<file path="src/hdl/rtg_pkg.sv">
// Constants shared by the raster read timing generator and its sequential read engine.
package rtg_pkg;

   // Time base: clock and pixel rates in tenths of a hertz.
   localparam int CLK_FREQ_DHZ = 1000000000;
   localparam int PIX_FREQ_DHZ = 245454514;
   localparam int CLK_MHZ      = 100;
   localparam int ACC_W        = 31;

   // Raster geometry.
   localparam int PX_W  = 10;
   localparam int LN_W  = 10;
   localparam int IPX_W = 11;
   localparam logic [PX_W-1:0] H_LAST       = 10'h30B;
   localparam logic [PX_W-1:0] H_TOTAL      = 10'h30C;
   localparam logic [PX_W-1:0] LGATE_FIRST  = 10'h080;
   localparam logic [PX_W-1:0] LGATE_LAST   = 10'h2FF;
   localparam logic [PX_W-1:0] HSYNC_START  = 10'h302;
   localparam logic [PX_W-1:0] HSYNC_END    = 10'h054;
   localparam logic [PX_W-1:0] SERR_END     = 10'h2D0;
   localparam logic [PX_W-1:0] REFRESH_FIRST = 10'h014;
   localparam logic [PX_W-1:0] REFRESH_LAST  = 10'h03B;
   localparam logic [PX_W-1:0] READ_START_PX = 10'h03E;
   localparam logic [LN_W-1:0] V_LAST       = 10'h20C;
   localparam logic [LN_W-1:0] VSYNC_FIRST  = 10'h006;
   localparam logic [LN_W-1:0] VSYNC_LAST   = 10'h00B;
   localparam logic [LN_W-1:0] VGATE_LAST   = 10'h02A;
   localparam logic [LN_W-1:0] VIS_FIRST    = 10'h02C;
   localparam logic [LN_W-1:0] VIS_LAST     = 10'h20B;

   // Interlaced line spans two non-interlaced lines, 1560 pixels.
   localparam logic [IPX_W-1:0] IL_HSYNC_START  = 11'h60E;
   localparam logic [IPX_W-1:0] IL_HSYNC_END    = 11'h0A8;
   localparam logic [IPX_W-1:0] IL_HBLANK_START = 11'h600;
   localparam logic [IPX_W-1:0] IL_HBLANK_END   = 11'h100;
   localparam logic [IPX_W-1:0] IL_SERR_END     = 11'h5A0;

   // Sequential read cycle timing.
   localparam int N_CHAN    = 3;
   localparam int WORD_W    = 6;
   localparam int MAX_WORDS = 41;
   localparam int SYNC_NS   = 480;
   localparam int WORD_NS   = 120;
   localparam int END_NS    = 480;
   localparam int SYNC_CLK  = (SYNC_NS * CLK_MHZ + 999) / 1000;
   localparam int WORD_CLK  = (WORD_NS * CLK_MHZ + 999) / 1000;
   localparam int END_CLK   = (END_NS * CLK_MHZ + 999) / 1000;
   localparam int CNT_W     = 8;
   localparam int ACCESS_LIMIT_NS  = 20500;
   localparam int ACCESS_LIMIT_CLK = ACCESS_LIMIT_NS * CLK_MHZ / 1000;

   // Values after reset.
   localparam logic OWNER_HOST_RST = 1'b1;

   typedef enum logic [1:0] {RTG_RD_IDLE, RTG_RD_SYNC, RTG_RD_WORDS, RTG_RD_END} rtg_rd_state_t;

endpackage

</file>
<file path="src/hdl/rtg_timing_gen.sv">
// Raster read timing generator: pixel rate, raster counters, sync, blanking and memory read control.
`timescale 1ns/1ns
module rtg_timing_gen
   import rtg_pkg::*;
(
   // Clock and reset
   input  wire logic              clk,
   input  wire logic              srst,
   // Board straps, read sizes and parameter buffer status
   input  wire logic              adapter_fitted,
   input  wire logic [WORD_W-1:0] words_ch0,
   input  wire logic [WORD_W-1:0] words_ch1,
   input  wire logic [WORD_W-1:0] words_ch2,
   input  wire logic              param_fifo_nempty,
   // Non-interlaced raster timing
   output logic                   timing_pixel_clock_tap,
   output logic                   odd_even_line,
   output logic                   line_gate,
   output logic                   comp_blank,
   output logic                   comp_sync,
   output logic                   vert_drive,
   output logic                   vert_gate,
   // Interlaced path
   output logic                   ilace_sync,
   output logic                   ilace_blank,
   output logic                   ilace_store,
   output logic                   ilace_replay,
   output logic                   ch1_sync,
   output logic                   ch2_sync,
   // Display memory
   output logic                   ext_refresh,
   output logic                   raster_read_start,
   output logic                   mem_owner_host,
   output logic [N_CHAN-1:0]      chan_read_busy,
   output logic [N_CHAN-1:0]      chan_word_stb,
   // Host side
   output logic                   frame_int,
   output logic                   param_fifo_rd
);

   localparam logic [ACC_W-1:0] ACC_STEP = ACC_W'(PIX_FREQ_DHZ);
   localparam logic [ACC_W-1:0] ACC_MOD  = ACC_W'(CLK_FREQ_DHZ);

   logic [ACC_W-1:0]  acc_reg;
   logic [ACC_W-1:0]  acc_sum;
   logic              pix_en;
   logic [PX_W-1:0]   px_reg;
   logic [LN_W-1:0]   line_reg;
   logic              line_end;
   logic [IPX_W-1:0]  ipx;
   logic              hsync;
   logic              vsync_line;
   logic              csync_next;
   logic              isync_next;
   logic              launch;
   logic [N_CHAN-1:0] ch_start;
   logic [N_CHAN-1:0] ch_done;
   logic [WORD_W-1:0] ch_words [N_CHAN];
   logic [15:0]       line_clk_cnt_reg;

   // A phase accumulator turns the single clock into the pixel rate; the
   // period jitters between four and five clocks but the average is exact.
   assign acc_sum = acc_reg + ACC_STEP;

   always_ff @(posedge clk) begin
      if (srst) begin
         acc_reg <= 31'h00000000;
         pix_en  <= 1'b0;
      end else if (acc_sum >= ACC_MOD) begin
         acc_reg <= acc_sum - ACC_MOD;
         pix_en  <= 1'b1;
      end else begin
         acc_reg <= acc_sum;
         pix_en  <= 1'b0;
      end
   end

   always_ff @(posedge clk) begin
      if (srst) begin
         timing_pixel_clock_tap <= 1'b0;
      end else begin
         timing_pixel_clock_tap <= pix_en;
      end
   end

   // Raster counters.
   assign line_end = pix_en && (px_reg == H_LAST);

   always_ff @(posedge clk) begin
      if (srst) begin
         px_reg <= 10'h000;
      end else if (line_end) begin
         px_reg <= 10'h000;
      end else if (pix_en) begin
         px_reg <= px_reg + 10'h001;
      end
   end

   always_ff @(posedge clk) begin
      if (srst) begin
         line_reg <= 10'h000;
      end else if (line_end) begin
         line_reg <= (line_reg == V_LAST) ? 10'h000 : line_reg + 10'h001;
      end
   end

   always_ff @(posedge clk) begin
      if (srst) begin
         odd_even_line <= 1'b0;
      end else if (line_end) begin
         odd_even_line <= ~odd_even_line;
      end
   end

   // The frame holds an odd number of lines, so the toggle flips phase each
   // frame and successive frames land on opposite interlaced fields.
   always_ff @(posedge clk) begin
      if (srst) begin
         frame_int <= 1'b0;
      end else if (line_end && line_reg == V_LAST) begin
         frame_int <= ~frame_int;
      end
   end

   // Position within the two-line interlaced period.
   assign ipx = odd_even_line ? IPX_W'(px_reg) + IPX_W'(H_TOTAL) : IPX_W'(px_reg);
   assign hsync      = (px_reg >= HSYNC_START) || (px_reg < HSYNC_END);
   assign vsync_line = (line_reg >= VSYNC_FIRST) && (line_reg <= VSYNC_LAST);
   assign csync_next = vsync_line ? (px_reg < SERR_END) : hsync;
   assign isync_next = vsync_line ? (ipx < IL_SERR_END)
                                  : ((ipx >= IL_HSYNC_START) || (ipx < IL_HSYNC_END));

   // Decodes are registered on the pixel rate, one pixel behind the counters.
   always_ff @(posedge clk) begin
      if (srst) begin
         line_gate   <= 1'b0;
         comp_blank  <= 1'b1;
         comp_sync   <= 1'b0;
         vert_drive  <= 1'b0;
         vert_gate   <= 1'b0;
         ext_refresh <= 1'b0;
      end else if (pix_en) begin
         line_gate   <= (px_reg >= LGATE_FIRST) && (px_reg <= LGATE_LAST);
         comp_blank  <= (px_reg < LGATE_FIRST) || (px_reg > LGATE_LAST)
                        || (line_reg < VIS_FIRST) || (line_reg > VIS_LAST);
         comp_sync   <= csync_next;
         vert_drive  <= vsync_line;
         vert_gate   <= (line_reg <= VGATE_LAST);
         ext_refresh <= (px_reg >= REFRESH_FIRST) && (px_reg <= REFRESH_LAST);
      end
   end

   always_ff @(posedge clk) begin
      if (srst) begin
         ilace_sync  <= 1'b0;
         ilace_blank <= 1'b1;
         ch1_sync    <= 1'b0;
         ch2_sync    <= 1'b0;
      end else if (pix_en) begin
         ilace_sync  <= isync_next;
         ilace_blank <= (ipx >= IL_HBLANK_START) || (ipx < IL_HBLANK_END)
                        || (line_reg < VIS_FIRST) || (line_reg > VIS_LAST);
         ch1_sync    <= adapter_fitted ? isync_next : csync_next;
         ch2_sync    <= adapter_fitted ? isync_next : csync_next;
      end
   end

   // Store on even lines, replay every second pixel over the doubled period.
   always_ff @(posedge clk) begin
      if (srst) begin
         ilace_store  <= 1'b0;
         ilace_replay <= 1'b0;
      end else begin
         ilace_store  <= pix_en && !odd_even_line
                         && (px_reg >= LGATE_FIRST) && (px_reg <= LGATE_LAST);
         ilace_replay <= pix_en && ipx[0] && (ipx >= IL_HBLANK_END) && (ipx < IL_HBLANK_START);
      end
   end

   // Inbound parameters drain only inside the vertical gate so no visible line is touched.
   always_ff @(posedge clk) begin
      if (srst) begin
         param_fifo_rd <= 1'b0;
      end else begin
         param_fifo_rd <= pix_en && (line_reg <= VGATE_LAST) && param_fifo_nempty;
      end
   end

   // Raster read start and the three chained read cycles.
   assign launch = pix_en && (px_reg == READ_START_PX);

   always_ff @(posedge clk) begin
      if (srst) begin
         raster_read_start <= 1'b0;
      end else if (pix_en) begin
         raster_read_start <= (px_reg == READ_START_PX);
      end
   end

   assign ch_words[0] = words_ch0;
   assign ch_words[1] = words_ch1;
   assign ch_words[2] = words_ch2;

   for (genvar i = 0; i < N_CHAN; i++) begin : g_chan
      if (i == 0) begin : g_first
         assign ch_start[i] = launch;
      end else begin : g_next
         assign ch_start[i] = ch_done[i-1];
      end
      rtg_seq_read #(
         .MAX_WORDS_P (MAX_WORDS)
      ) u_read (
         .clk      (clk),
         .srst     (srst),
         .start    (ch_start[i]),
         .words    (ch_words[i]),
         .busy     (chan_read_busy[i]),
         .word_stb (chan_word_stb[i]),
         .done     (ch_done[i])
      );
   end

   // The host keeps the memory from the end of the reads through the next
   // line start, so an access it began late in a line can finish.
   always_ff @(posedge clk) begin
      if (srst) begin
         mem_owner_host <= OWNER_HOST_RST;
      end else if (launch) begin
         mem_owner_host <= 1'b0;
      end else if (ch_done[N_CHAN-1]) begin
         mem_owner_host <= 1'b1;
      end
   end

   // Helper clock count from line start, read only by the checks.
   always_ff @(posedge clk) begin
      if (srst || line_end) begin
         line_clk_cnt_reg <= 16'h0000;
      end else if (line_clk_cnt_reg != 16'hFFFF) begin
         line_clk_cnt_reg <= line_clk_cnt_reg + 16'h0001;
      end
   end
endmodule

</file>
<file path="src/hdl/rtg_seq_read.sv">
// One sequential read cycle: sync phase, one slot per word, ending sequence.
`timescale 1ns/1ns
module rtg_seq_read
   import rtg_pkg::*;
#(
   parameter int MAX_WORDS_P = MAX_WORDS
) (
   // Clock and reset
   input  wire logic              clk,
   input  wire logic              srst,
   // Launch and word count
   input  wire logic              start,
   input  wire logic [WORD_W-1:0] words,
   // Progress
   output logic                   busy,
   output logic                   word_stb,
   output logic                   done
);

   if (MAX_WORDS_P < 1 || MAX_WORDS_P > 2**WORD_W - 1) begin : g_bad_words
      $error("MAX_WORDS_P does not fit the word count port");
   end

   localparam logic [CNT_W-1:0]  SYNC_LOAD = CNT_W'(SYNC_CLK - 1);
   localparam logic [CNT_W-1:0]  WORD_LOAD = CNT_W'(WORD_CLK - 1);
   localparam logic [CNT_W-1:0]  END_LOAD  = CNT_W'(END_CLK - 1);
   localparam logic [WORD_W-1:0] WORD_CAP  = WORD_W'(MAX_WORDS_P);

   rtg_rd_state_t     state_reg;
   logic [CNT_W-1:0]  cnt_reg;
   logic [WORD_W-1:0] left_reg;
   logic [WORD_W-1:0] words_lat_reg;
   logic [15:0]       len_cnt_reg;

   // A launch while a cycle runs is ignored; the chain never overlaps.
   always_ff @(posedge clk) begin
      if (srst) begin
         state_reg     <= RTG_RD_IDLE;
         cnt_reg       <= 8'h00;
         left_reg      <= 6'h00;
         words_lat_reg <= 6'h00;
         busy          <= 1'b0;
         word_stb      <= 1'b0;
         done          <= 1'b0;
      end else begin
         word_stb <= 1'b0;
         done     <= 1'b0;
         case (state_reg)
            RTG_RD_IDLE: begin
               if (start) begin
                  state_reg     <= RTG_RD_SYNC;
                  cnt_reg       <= SYNC_LOAD;
                  left_reg      <= (words > WORD_CAP) ? WORD_CAP : words;
                  words_lat_reg <= (words > WORD_CAP) ? WORD_CAP : words;
                  busy          <= 1'b1;
               end
            end
            RTG_RD_SYNC: begin
               if (cnt_reg != 8'h00) begin
                  cnt_reg <= cnt_reg - 8'h01;
               end else if (left_reg == 6'h00) begin
                  state_reg <= RTG_RD_END;
                  cnt_reg   <= END_LOAD;
               end else begin
                  state_reg <= RTG_RD_WORDS;
                  cnt_reg   <= WORD_LOAD;
               end
            end
            RTG_RD_WORDS: begin
               if (cnt_reg != 8'h00) begin
                  cnt_reg <= cnt_reg - 8'h01;
               end else begin
                  word_stb <= 1'b1;
                  left_reg <= left_reg - 6'h01;
                  if (left_reg == 6'h01) begin
                     state_reg <= RTG_RD_END;
                     cnt_reg   <= END_LOAD;
                  end else begin
                     cnt_reg <= WORD_LOAD;
                  end
               end
            end
            RTG_RD_END: begin
               if (cnt_reg != 8'h00) begin
                  cnt_reg <= cnt_reg - 8'h01;
               end else begin
                  state_reg <= RTG_RD_IDLE;
                  busy      <= 1'b0;
                  done      <= 1'b1;
               end
            end
            default: begin
               state_reg <= RTG_RD_IDLE;
               busy      <= 1'b0;
            end
         endcase
      end
   end

   // Helper count of busy cycles, read only by the check below.
   always_ff @(posedge clk) begin
      if (srst || (start && !busy)) begin
         len_cnt_reg <= 16'h0000;
      end else if (busy) begin
         len_cnt_reg <= len_cnt_reg + 16'h0001;
      end
   end
endmodule

</file>
<file path="config.mk">
export PLATFORM = sky130hd
export DESIGN_NAME = rtg_timing_gen
export DESIGN_NICKNAME = d
export VERILOG_FILES = /design/src/hdl/rtg_pkg.sv /design/src/hdl/rtg_timing_gen.sv /design/src/hdl/rtg_seq_read.sv
export SDC_FILE = /design/constraint.sdc
export NUM_CORES = 1
export LEC_CHECK = 0
export BUFFER_PORTS_ARGS = -buffer_cell sky130_fd_sc_hd__buf_2
export CELL_PAD_IN_SITES_DETAIL_PLACEMENT = 1
export CELL_PAD_IN_SITES_GLOBAL_PLACEMENT = 1
export CORE_MARGIN = 2
export CORE_UTILIZATION = 44
export CTS_CLUSTER_DIAMETER = 40
export DETAILED_ROUTE_END_ITERATION = 6
export PLACE_DENSITY = 0.87
export SETUP_SLACK_MARGIN = 0.02
export SYNTH_ARGS = -nofsm -noshare
export SYNTH_HDL_FRONTEND = slang
export SYNTH_HIERARCHICAL = 1
export SYNTH_SLANG_ARGS = --single-unit
export TNS_END_PERCENT = 5
</file>
<file path="constraint.sdc">
create_clock -name clk -period 4 [get_ports clk]
set_input_delay 1.2 -clock clk [delete_from_list [all_inputs] [get_ports clk]]
set_output_delay 1.2 -clock clk [all_outputs]
set_load 0.05 [all_outputs]
</file>
# Word-level counts from Yosys, hierarchy flattened

Index checks and enable logic that the tools add are counted.

Bits of input ports: 22
Bits in latches: 0
Flip-flop bits (word level): 126
Memory bits (writable): 0
Output and inout bits: 24
Memories: 0
ROM bits: 0
Logic and storage cells: 249

Bitwise gates (word level): 8
Shift operators: 0
Equality and inequality tests: 33
Add/sub/neg operators: 11
Multipliers: 0
Div/mod/pow operators: 0
$lt $le $gt $ge: 25
Muxes and demuxes: 75
Reductions and logical operators: 58

Operators with widths:

| cell                                                                     | number |
|---|---|
| 8-bit two-way mux                                                        | 12 |
| 8-bit case mux with 4 select lines                                       | 3 |
| 6-bit two-way mux                                                        | 15 |
| 6-bit case mux with 2 select lines                                       | 3 |
| 31-bit by 28-bit adder with 31-bit output (second input constant)        | 1 |
| 31-bit by 30-bit >= comparator with 1-bit output (second input constant) | 1 |
| 31-bit two-way mux                                                       | 1 |
| 31-bit by 30-bit subtractor with 31-bit output (second input constant)   | 1 |
| 2-bit two-way mux                                                        | 15 |
| 2-bit case mux with 4 select lines                                       | 3 |
| 8-bit nonzero test                                                       | 3 |
| 8-bit by 1-bit subtractor with 8-bit output (second input constant)      | 3 |
| 11-bit >= comparator (second input constant)                             | 2 |
| 11-bit less-than comparator (second input constant)                      | 2 |
| 2-bit inequality test (second input constant)                            | 11 |
| 10-bit by 1-bit adder with 10-bit output (second input constant)         | 2 |
| 10-bit equality test (second input constant)                             | 2 |
| 10-bit greater-than comparator (second input constant)                   | 2 |
| 10-bit by 6-bit <= comparator with 1-bit output (second input constant)  | 2 |
| 6-bit by 1-bit equality test with 1-bit output (second input constant)   | 3 |
| 6-bit greater-than comparator (second input constant)                    | 3 |
| 6-bit logical NOT                                                        | 3 |
| 1-bit two-way mux                                                        | 18 |
| 3-bit AND reduction                                                      | 6 |
| 31 further kinds                                                         | 93 |

# Longest topological paths before layout

Gate-level depths: netlist (run 1).

Depth after elaboration: 6
Gate-level depth with buffers: 16
Mapped depth without buffers: 14

# By module

Netlist (run 1), hierarchy kept.

Modules (own cells, without submodules):

| module         | area each (µm²) | seq. area each (µm²) | cells each | times used |
|---|---|---|---|---|
| rtg_timing_gen | 4688.2          | 1361.3               | 593        | 1 |
| rtg_seq_read   | 1308.8          | 380.4                | 155        | 3 |

# Least setup slack after synthesis (run 1)

Ideal clock, no wire load.

Kind: register to register
Start: reg acc_reg[1]
End: reg acc_reg[20]
Cell stages (with the launch flop): 16
Required time: 3.929 ns
Data arrival time: 3.552 ns
Clock period less this slack: 3.623 ns
Setup slack: 0.377 ns
Path buffers: 1
Setup time: 0.071 ns
Path through: dfxtp_1 -> ha_1 -> a2111oi_2 -> nor3_1 -> or2_2 -> inv_1 -> ha_1 -> nor4bb_1 -> o2111ai_1 -> a21oi_1 -> o32ai_1 -> a221o_1 -> a221o_1 -> buf_6 -> or4_1 -> a21oi_1

Cells in the longest elaborated chain, start to end: 3
Elaborated cells on any way between the ends: 4
Those cells by class: 2 x add/sub; 1 x order compare; 1 x mux

Ends and longest elaborated chain:

| item                                                                                                                      | line                                       | text |
|---|---|---|
| start, declared                                                                                                           | rtg_timing_gen.sv:44                       | `logic [ACC_W-1:0] acc_reg;` |
| start signal, assigned                                                                                                    | rtg_timing_gen.sv:70                       | `acc_reg <= acc_sum - ACC_MOD;` |
| start signal, assigned                                                                                                    | rtg_timing_gen.sv:73                       | `acc_reg <= acc_sum;` |
| 31-bit by 28-bit adder with 31-bit output (*)                                                                             | rtg_timing_gen.sv:63                       | `assign acc_sum = acc_reg + ACC_STEP;` |
| 31-bit by 30-bit subtractor with 31-bit output / 31-bit by 30-bit >= comparator with 1-bit output (equally long branches) | rtg_timing_gen.sv:70, rtg_timing_gen.sv:69 |  |
| 31-bit two-way mux (*)                                                                                                    | rtg_timing_gen.sv:69                       | `end else if (acc_sum >= ACC_MOD) begin` |

Every way passes the cells marked *; elsewhere a longest branch is shown, timed or not.
A chain may end at the register's enable or synchronous reset.

# Worst setup path after layout (run 1)

Start: reg acc_reg[4]
End: reg acc_reg[13]

Same word-level chain as after synthesis.

==> results of run 1 <==
## where the power goes
part / internal [mW] / leakage (nW) / switching (mW)
combinational: 0.862 / 2.25 / 1.42
sequential: 1.40 / 1.02 / 0.284
clock: 1.25 / 0.329 / 0.622
## worst reg2reg max path, delay by kind of cell, from the launching register on
kind / cells / cell delay [ns]
AO/OA/AOI/OAI: 8 / 2.33
AND/OR/NAND/NOR: 3 / 0.77
flip-flops: 1 / 0.41
adder cells (fa/ha/maj): 1 / 0.19
buffers and inverters: 1 / 0.18
## per-stage QoR
step	hold WS, ns	setup TNS (ns)	cell area [um^2]
2_1_floorplan	0.441	0	8610
3_3_place_gp	0.470	0	8980
3_5_place_dp	0.482	-0.230	8980
4_1_cts	0.491	0	9710
5_1_grt	0.517	-0.270	9730
6_report	0.488	0	9730
## repair_timing
item	4_1_cts	5_1_grt
endpoints found under the setup margin	9	10
cloned	0	0
buffers inserted	3	0
pin swaps	1	3
resized for setup	2	5
## kinds of logic after synthesis
family | Yosys count
xor+xnor | 46
mux | 13
fa+ha+maj | 41
simple gates | 381
buf+inv | 119
flops | 125
compound gates | 333
## synth_stat cells, types with 20 or more instances
library cell / n / area, um^2
nor3b_1: 20 / 150
nand3_1: 30 / 150
xnor2_1: 33 / 289
nand2_1: 65 / 244
nor2_1: 93 / 349
o21ai_0: 51 / 255
o21a_1: 21 / 158
dfxtp_1: 125 / 2500
nor3_1: 35 / 175
inv_1: 57 / 214
clkbuf_1: 32 / 120
a21oi_1: 71 / 355
a31oi_1: 31 / 194
ha_1: 41 / 513
## metal layers
metal,up-vias,part of all wire [%],GRT usage (%)
li1,4011,-,-
met2,159,51,46.2
met3,33,3.1,3.90
met1,4160,45,31.8
met4,0,1.4,7.22
met5,-,0,0
## final timing paths
path | cells after the start | endpoint | slack, ns
min | 2 | ch2_sync | 0.49
max | 13 | acc_reg[13] | 0.09
max reg2reg | 13 | acc_reg[13] | 0.09
min reg2reg | 2 | ch2_sync | 0.49
## final cells by class
cell class | instances | area [um^2]
multi-input combinational | 814 | 5620
clock buffer | 18 | 439
inverter | 63 | 236
clock inverter | 14 | 263
fill | 2339 | 9610
sequential | 125 | 2500
tap | 265 | 332
timing repair buffer | 60 | 338
==> out/qor.txt, run 1 <==
Status -> completed
Hpwl dp -> 17600 um
Setup WS pre-CTS -> -0.0579 ns
# diodes -> 0
I/O pins -> 46
DRT iter0 DRCs -> 451
# DRC -> 0
WP data required -> 4.37 ns
Post-DR wirelength/cell -> 19.1 um
Startpoint types -> flop
Fmax -> 0.256 GHz
Nets@finish -> 1144
Final setup fails -> 0
Crit Path Category -> flop to flop
Bufs on Longest Clock Path -> 2
Crit. End Element -> flop
Count of cell types in the netlist -> 94
Fin worst setup slack -> 0.0907 ns
Routability-driven placement congestion ratio -> 0.873
Most used DFF post-synth -> dfxtp_1
Pre-antenna DRT Iters -> 5
Synthesized net count -> 1121
Initial Util -> 44.6%
Layout cell share with drive strength beyond 1 -> 15.7%
Relative slew slack -> 37.4%
Slew Viols, Final -> 0
Antenna violations before repair -> 0
Area growth, synth to finish -> 12.9%
Most common cell after layout, fill and taps aside -> dfxtp_1
Vias in the first global route -> 8499
Clock transition at path regs -> 0.06 ns
Worst r2r src -> acc_reg[4]
Synth Area in XOR/XNOR -> 4.85%
Final ANT Viol Nets -> 0
Post-Synth Simple-Gate Area -> 24.5%
Synth Area in Adders -> 5.95%
Worst hold path type -> flop to flop
Drt total wl -> 26000 um
EDFF count, synth -> 0
Cell family with most CP delay -> compound AO/OA/AOI/OAI gates
Pwr dens -> 600 mW/mm^2
Yosys reg bits -> 125
Final cell count without fillers -> 1359
Clock skew -> 0.0138 ns
Clock Sinks -> 125
Via-per-instance ratio -> 6.15
Crit path from -> acc_reg[4]
Port Buffer Count -> 45
Mux contribution to synthesized area -> 1.57%
Clock buffer count from CTS -> 17
Commonest non-fill, non-tap cells in the layout -> dfxtp_1, nor2_1, a21oi_1
Die width -> 144 um
Gr usage total -> 25.7%
Post-synth design cell area -> 0.00861 mm^2
Total power -> 5.84 mW
Period minus WS final -> 3.91 ns
Die area -> 0.0207 mm^2
Worst path max stage delay -> 0.48 ns
H-tree depth -> 4
CP cell instances -> a311o_2 > o221ai_1 > o21a_1 > ha_1 > nor4bb_2 > o2111ai_1 > a21oi_1 > o32ai_1 > a221o_1 > a221o_2 > buf_4 > or4_1 > nand2_1
CP arrival -> 4.28 ns
Mapped Cells -> 1058
Placed cell count -> 1324
Avg Synthesized Cell Area -> 8.14 um^2
Fin util -> 50.3%
Peak VDD IR -> 0.000346 V
Largest register FFs -> 30
CTS tree -> done
First-pass GRT wire length -> 43100 um
Core Region -> 0.0193 mm^2
Main combinational cell family by area after synthesis -> compound AO/OA/AOI/OAI gates
Row count -> 51
Slew @ Worst Pin -> 0.932 ns
Synth warn -> 6
Hold Buf Count CTS -> 0
Synth async-reset ratio -> 0%
Final period util -> 97.7%
Sequential fraction of the synthesis area -> 29.0%
Routed via count -> 8363
Final hold vios -> 0
Clk root buf -> clkbuf_16
Compound-Gate Fraction of Synth Area -> 28.0%
Leakage -> 3.60 nW
Worst path bufs/invs -> 1
Clk_lat worst skew -> 0.43 ns
CP max stage cell -> a311o_2
HP Start -> ch2_sync
Max FO, Critical Path -> 8
Pin count of the biggest net entering global routing -> 44
Total grt overflow -> 0
Die Span Y -> 144 um
Max cap viols -> 0
Power figures use the tool's default switching activity.
==> run 2: changes to the inputs <==
Settings changed: ABC_CLOCK_PERIOD_IN_PS from default to 4000, CORE_ASPECT_RATIO from default to 0.75, CORE_UTILIZATION 44 to 45, PLACE_DENSITY 0.87 to 0.89.
==> out/qor.txt, run 2 (synthesis results as in run 1) <==
CP max stage cell -> a311o_2
Period minus WS final -> 3.80 ns
Bufs on Longest Clock Path -> 2
Clk_lat worst skew -> 0.44 ns
Clock buffer count from CTS -> 17
Peak VDD IR -> 0.000292 V
Via-per-instance ratio -> 6.32
Fin worst setup slack -> 0.196 ns
Drt total wl -> 26700 um
Startpoint types -> flop
# DRC -> 0
Worst r2r src -> acc_reg[4]
Antenna violations before repair -> 0
Slew Viols, Final -> 0
Total negative slack -> 0 ns
Layout filler cell count -> 2309
Commonest non-fill, non-tap cells in the layout -> dfxtp_1, nor2_1, a21oi_1
Hold Buf Count CTS -> 0
Status -> completed
CTS tree -> done
WP data required -> 4.36 ns
Largest register FFs -> 30
Row count -> 43
H-tree depth -> 4
Max cap viols -> 0
Die Span Y -> 124 um
Die area -> 0.0203 mm^2
Worst path max stage delay -> 0.48 ns
Register-to-Register Path Depth -> 13
HP Start -> acc_reg[1]
Initial Util -> 46.3%
RSZ-0062 raised after global routing -> no
Clock Sinks -> 125
Core Region -> 0.0186 mm^2
Vias in the first global route -> 8610
End of the worst hold path -> acc_reg[1]
Worst Hold Depth -> 1
Clock skew -> 0.0108 ns
Pin count of the biggest net entering global routing -> 42
First-pass GRT wire length -> 43400 um
Pre-antenna DRT Iters -> 5
Area growth, synth to finish -> 11.8%
Most Frequent Cell on Critical Path -> a21oi_1
Final period util -> 95.1%
Worst hold path type -> flop to flop
Crit. End Element -> flop
Clk root buf -> clkbuf_16
Layout cell share with drive strength beyond 1 -> 16.1%
Gr usage total -> 26.7%
Total grt overflow -> 0
Nets@finish -> 1145
Routed via count -> 8482
CP arrival -> 4.16 ns
Clock transition at path regs -> 0.06 ns
Most common cell after layout, fill and taps aside -> dfxtp_1
Final ANT Viol Nets -> 0
Setup WS pre-CTS -> 0.00755 ns
Hpwl dp -> 18500 um
Port Buffer Count -> 45
Cell family with most CP delay -> compound AO/OA/AOI/OAI gates
Routability-driven placement congestion ratio -> 0.918
Leakage -> 3.56 nW
Slew @ Worst Pin -> 0.925 ns
DRT iter0 DRCs -> 531
Final hold vios -> 0
Die width -> 164 um
Fmax -> 0.263 GHz
# diodes -> 0
Crit Path Category -> flop to flop
I/O pins -> 46
Pwr dens -> 584 mW/mm^2
Post-DR wirelength/cell -> 19.9 um
Final setup fails -> 0
Worst path bufs/invs -> 1
Worst flop-to-flop path endpoint -> acc_reg[23]
Flop-to-flop setup slack -> 0.20 ns
CP cell instances -> a311o_2 > o221ai_1 > o21a_1 > ha_1 > nor4bb_4 > o2111ai_1 > a21oi_1 > o32ai_1 > a221o_1 > a221o_2 > buf_4 > or3_1 > a21oi_1
Max FO, Critical Path -> 8
Relative slew slack -> 37.8%
## run 2: per-stage QoR
step	cells	total power [mW]	area, um^2	utilization, %	hold WS, ns
final	1342	5.62	9630	51.7	0.487
after global routing	1342	5.93	9630	51.7	0.508
after CTS	1341	5.54	9580	51.5	0.489
after detailed placement	1308	3.91	8970	48.2	0.472
after global placement	1308	3.80	8970	48.2	0.459
after floorplan	1058	3.36	8610	-	0.441
## run 2: cell type report
class,count,area [um^2],area share [%]
Clock buffer,18,429,4.46
Clock inverter,14,158,1.64
Inverter,63,236,2.46
Multi-Input combinational cell,814,5640,58.6
Sequential cell,125,2510,26.0
Tap cell,247,309,3.21
Timing Repair Buffer,61,345,3.59
## run 2: worst max-delay path by stage
stage,from,end,slack (ns),cells after the start
5_1_grt,acc_reg[1],acc_reg[23],0.04,15
2_1_floorplan,acc_reg[1],acc_reg[20],0.38,15
4_1_cts,acc_reg[1],acc_reg[12],0.04,16
6_report,acc_reg[4],acc_reg[23],0.20,13
3_3_place_gp,acc_reg[1],acc_reg[13],0.15,15
3_5_place_dp,acc_reg[1],acc_reg[12],0.008,15
## run 2: worst reg2reg max path, stage by stage, from the launching register on
cell       delay (ns)
dfxtp_1          0.42
a311o_2          0.48
o221ai_1         0.27
o21a_1           0.21
ha_1             0.15
nor4bb_4         0.19
o2111ai_1        0.15
a21oi_1          0.18
o32ai_1          0.13
a221o_1          0.38
a221o_2          0.44
buf_4            0.19
or3_1            0.37
a21oi_1          0.16
## run 2: repair_timing
| action | in CTS | in global routing |
|---|---|---|
| resized for setup | 3 | 10 |
| setup buffers | 1 | 1 |
| pin swaps | 1 | 2 |
| setup endpoints to repair | 10 | 17 |
## run 2: metal layers
metal / global-route usage, % / wire length (um) / vias up
li1: - / - / 4019
met3: 5.43 / 1380 / 51
met1: 35.9 / 12500 / 4193
met2: 42.5 / 12400 / 219
met5: 0 / 0 / -
met4: 9.59 / 518 / 0
## run 2: where the power goes
part,switching (mW),internal (mW)
Clock,0.643,0.927
Sequential,0.304,1.40
Combinational,1.46,0.884
==> run 3: changes to the inputs <==
Settings changed: SYNTH_HIERARCHICAL 1 to default.
==> out/qor.txt, run 3 <==
Status -> completed
CTS tree -> done
Synth warn -> 0
Mux contribution to synthesized area -> 1.49%
Pre-antenna DRT Iters -> 5
Most common cell after layout, fill and taps aside -> nor2_1
Initial Util -> 46.1%
# diodes -> 0
Sequential fraction of the synthesis area -> 30.7%
Via-per-instance ratio -> 5.95
Row count -> 42
Yosys reg bits -> 125
Slew @ Worst Pin -> 1.28 ns
Leakage -> 3.37 nW
Synthesized net count -> 1095
Area growth, synth to finish -> 11.5%
Compound-Gate Fraction of Synth Area -> 25.1%
Worst Hold Depth -> 2
Routed via count -> 7770
Die width -> 159 um
DRT iter0 DRCs -> 423
# DRC -> 0
Area contributors post-synth -> dfxtp_1, ha_1, nor2_1
Fmax -> 0.260 GHz
Crit Path Category -> flop to flop
Startpoint types -> flop
Clock Sinks -> 125
HP Start -> g_chan[2].u_read.done
Final setup fails -> 0
Pin count of the biggest net entering global routing -> 55
Avg Synthesized Cell Area -> 7.89 um^2
Hpwl dp -> 16500 um
Commonest cells in the netlist -> nor2_1, dfxtp_1, nand2_1, a21oi_1, o21ai_0
Relative slew slack -> 13.5%
Main combinational cell family by area after synthesis -> compound AO/OA/AOI/OAI gates
Bufs on Longest Clock Path -> 2
End of the worst hold path -> mem_owner_host
Drt total wl -> 24100 um
WP data required -> 4.37 ns
Final hold vios -> 0
Clock buffer count from CTS -> 17
Worst flop-to-flop path endpoint -> acc_reg[10]
Vias in the first global route -> 7936
Register-to-Register Path Depth -> 15
Post-DR wirelength/cell -> 18.5 um
Pwr dens -> 678 mW/mm^2
Layout cell share with drive strength beyond 1 -> 13.2%
Yosys top cell area share -> 30.7%
H-tree depth -> 4
Total grt overflow -> 0
Post-Synth Simple-Gate Area -> 23.9%
Nets@finish -> 1113
EDFF count, synth -> 0
Clock transition at path regs -> 0.06 ns
Clock skew -> 0.00775 ns
Synth async-reset ratio -> 0%
Slew Viols, Final -> 0
Synth Area in Adders -> 5.98%
Top-count cell post-synth -> nor2_1
Max FO, Critical Path -> 10
Period minus WS final -> 3.85 ns
Final instance area -> 0.00909 mm^2
Clk_lat worst skew -> 0.43 ns
Most used DFF post-synth -> dfxtp_1
Cell accounting for the most synthesized area -> dfxtp_1
Port Buffer Count -> 45
Gr usage total -> 25.2%
Commonest non-fill, non-tap cells in the layout -> nor2_1, dfxtp_1, nand2_1
Flop-to-flop setup slack -> 0.15 ns
Die area -> 0.0192 mm^2
Crit. End Element -> flop
Final ANT Viol Nets -> 0
Count of cell types in the netlist -> 88
Peak VDD IR -> 0.000404 V
Total negative slack -> 0 ns
Worst hold path type -> flop to flop
Die Span Y -> 121 um
Placed Area -> 0.00846 mm^2
Mapped Cells -> 1034
Clk root buf -> clkbuf_16
Core Region -> 0.0177 mm^2
Worst r2r src -> acc_reg[3]
I/O pins -> 46
Hold Buf Count CTS -> 0
Largest register FFs -> 30
Max cap viols -> 0
Synth Area in XOR/XNOR -> 6.75%
Crit path from -> acc_reg[3]
Post-synth design cell area -> 0.00816 mm^2
Final period util -> 96.3%
Routability-driven placement congestion ratio -> 0.885
Antenna violations before repair -> 0
CP arrival -> 4.22 ns
First-pass GRT wire length -> 39700 um
==> run 3: where the power goes <==
| group | leakage, nW | switching (mW) | total, mW | internal [mW] |
|---|---|---|---|---|
| combinational | 2.09 | 1.81 | 2.88 | 1.07 |
| sequential | 1.02 | 0.360 | 1.82 | 1.46 |
| clock | 0.265 | 0.571 | 1.46 | 0.890 |
| total | 3.37 | 2.74 | 6.16 | 3.43 |
==> run 3: per-stage QoR <==
step	util, %	instances	setup WS, ns	hold slack (ns)	total power, mW
detailed placement	47.8	1269	-0.0860	0.435	4.54
CTS	51.0	1302	0.0321	0.452	6.08
finish	51.3	1305	0.147	0.445	6.16
global placement	47.8	1269	0.186	0.431	4.38
global route	51.3	1305	-0.00860	0.494	6.54
floorplan	-	1034	0.623	0.421	3.89
==> run 3: kinds of logic after synthesis <==
group           Yosys count
simple gates            399
compound gates          285
flops                   125
buf+inv                 112
xor+xnor                 62
fa+ha+maj                39
mux                      12
==> run 3: final cells by class <==
type | count | area [um^2]
clock buffer | 23 | 478
clock inverter | 7 | 65.1
tap | 242 | 303
multi-input combinational | 797 | 5200
inverter | 48 | 180
fill | 2209 | 8620
sequential | 125 | 2500
timing repair buffer | 63 | 363
==> run 3: worst max path at each step <==
| stage | endpoint | cells after the start |
|---|---|---|
| 2_1_floorplan | acc_reg[10] | 16 |
| 5_1_grt | acc_reg[10] | 15 |
| 4_1_cts | acc_reg[10] | 14 |
| 3_5_place_dp | acc_reg[22] | 14 |
| 6_report | acc_reg[10] | 15 |
| 3_3_place_gp | acc_reg[22] | 14 |
==> run 3: metal layers <==
layer	up-vias	wire, um	GRT usage [%]
met2	147	11000	40.7
met5	-	0	0
met3	40	1140	5.80
met1	3830	11500	33.6
li1	3753	-	-
met4	0	381	7.84
==> run 3: worst max-delay path: stages, from the launching register on <==
cell and delay, ns:
dfxtp_1 0.43, a311o_2 0.44, a21oi_2 0.23, inv_1 0.07
a21oi_1 0.21, xnor2_1 0.22, ha_1 0.21, nor2b_1 0.15
nand4_1 0.14, nor4_2 0.33, nand4_1 0.18, o41ai_4 0.33
nor3_4 0.09, a21o_1 0.29, mux2_1 0.37, nor2_1 0.10
==> run 3: repair_timing <==
item / 4_1_cts / 5_1_grt
endpoints found under the setup margin: 10 / 19
gates resized for setup: 1 / 6
pin swaps: 2 / 2
endpoints found under the hold margin: 0 / 0
buffers inserted: 3 / 3
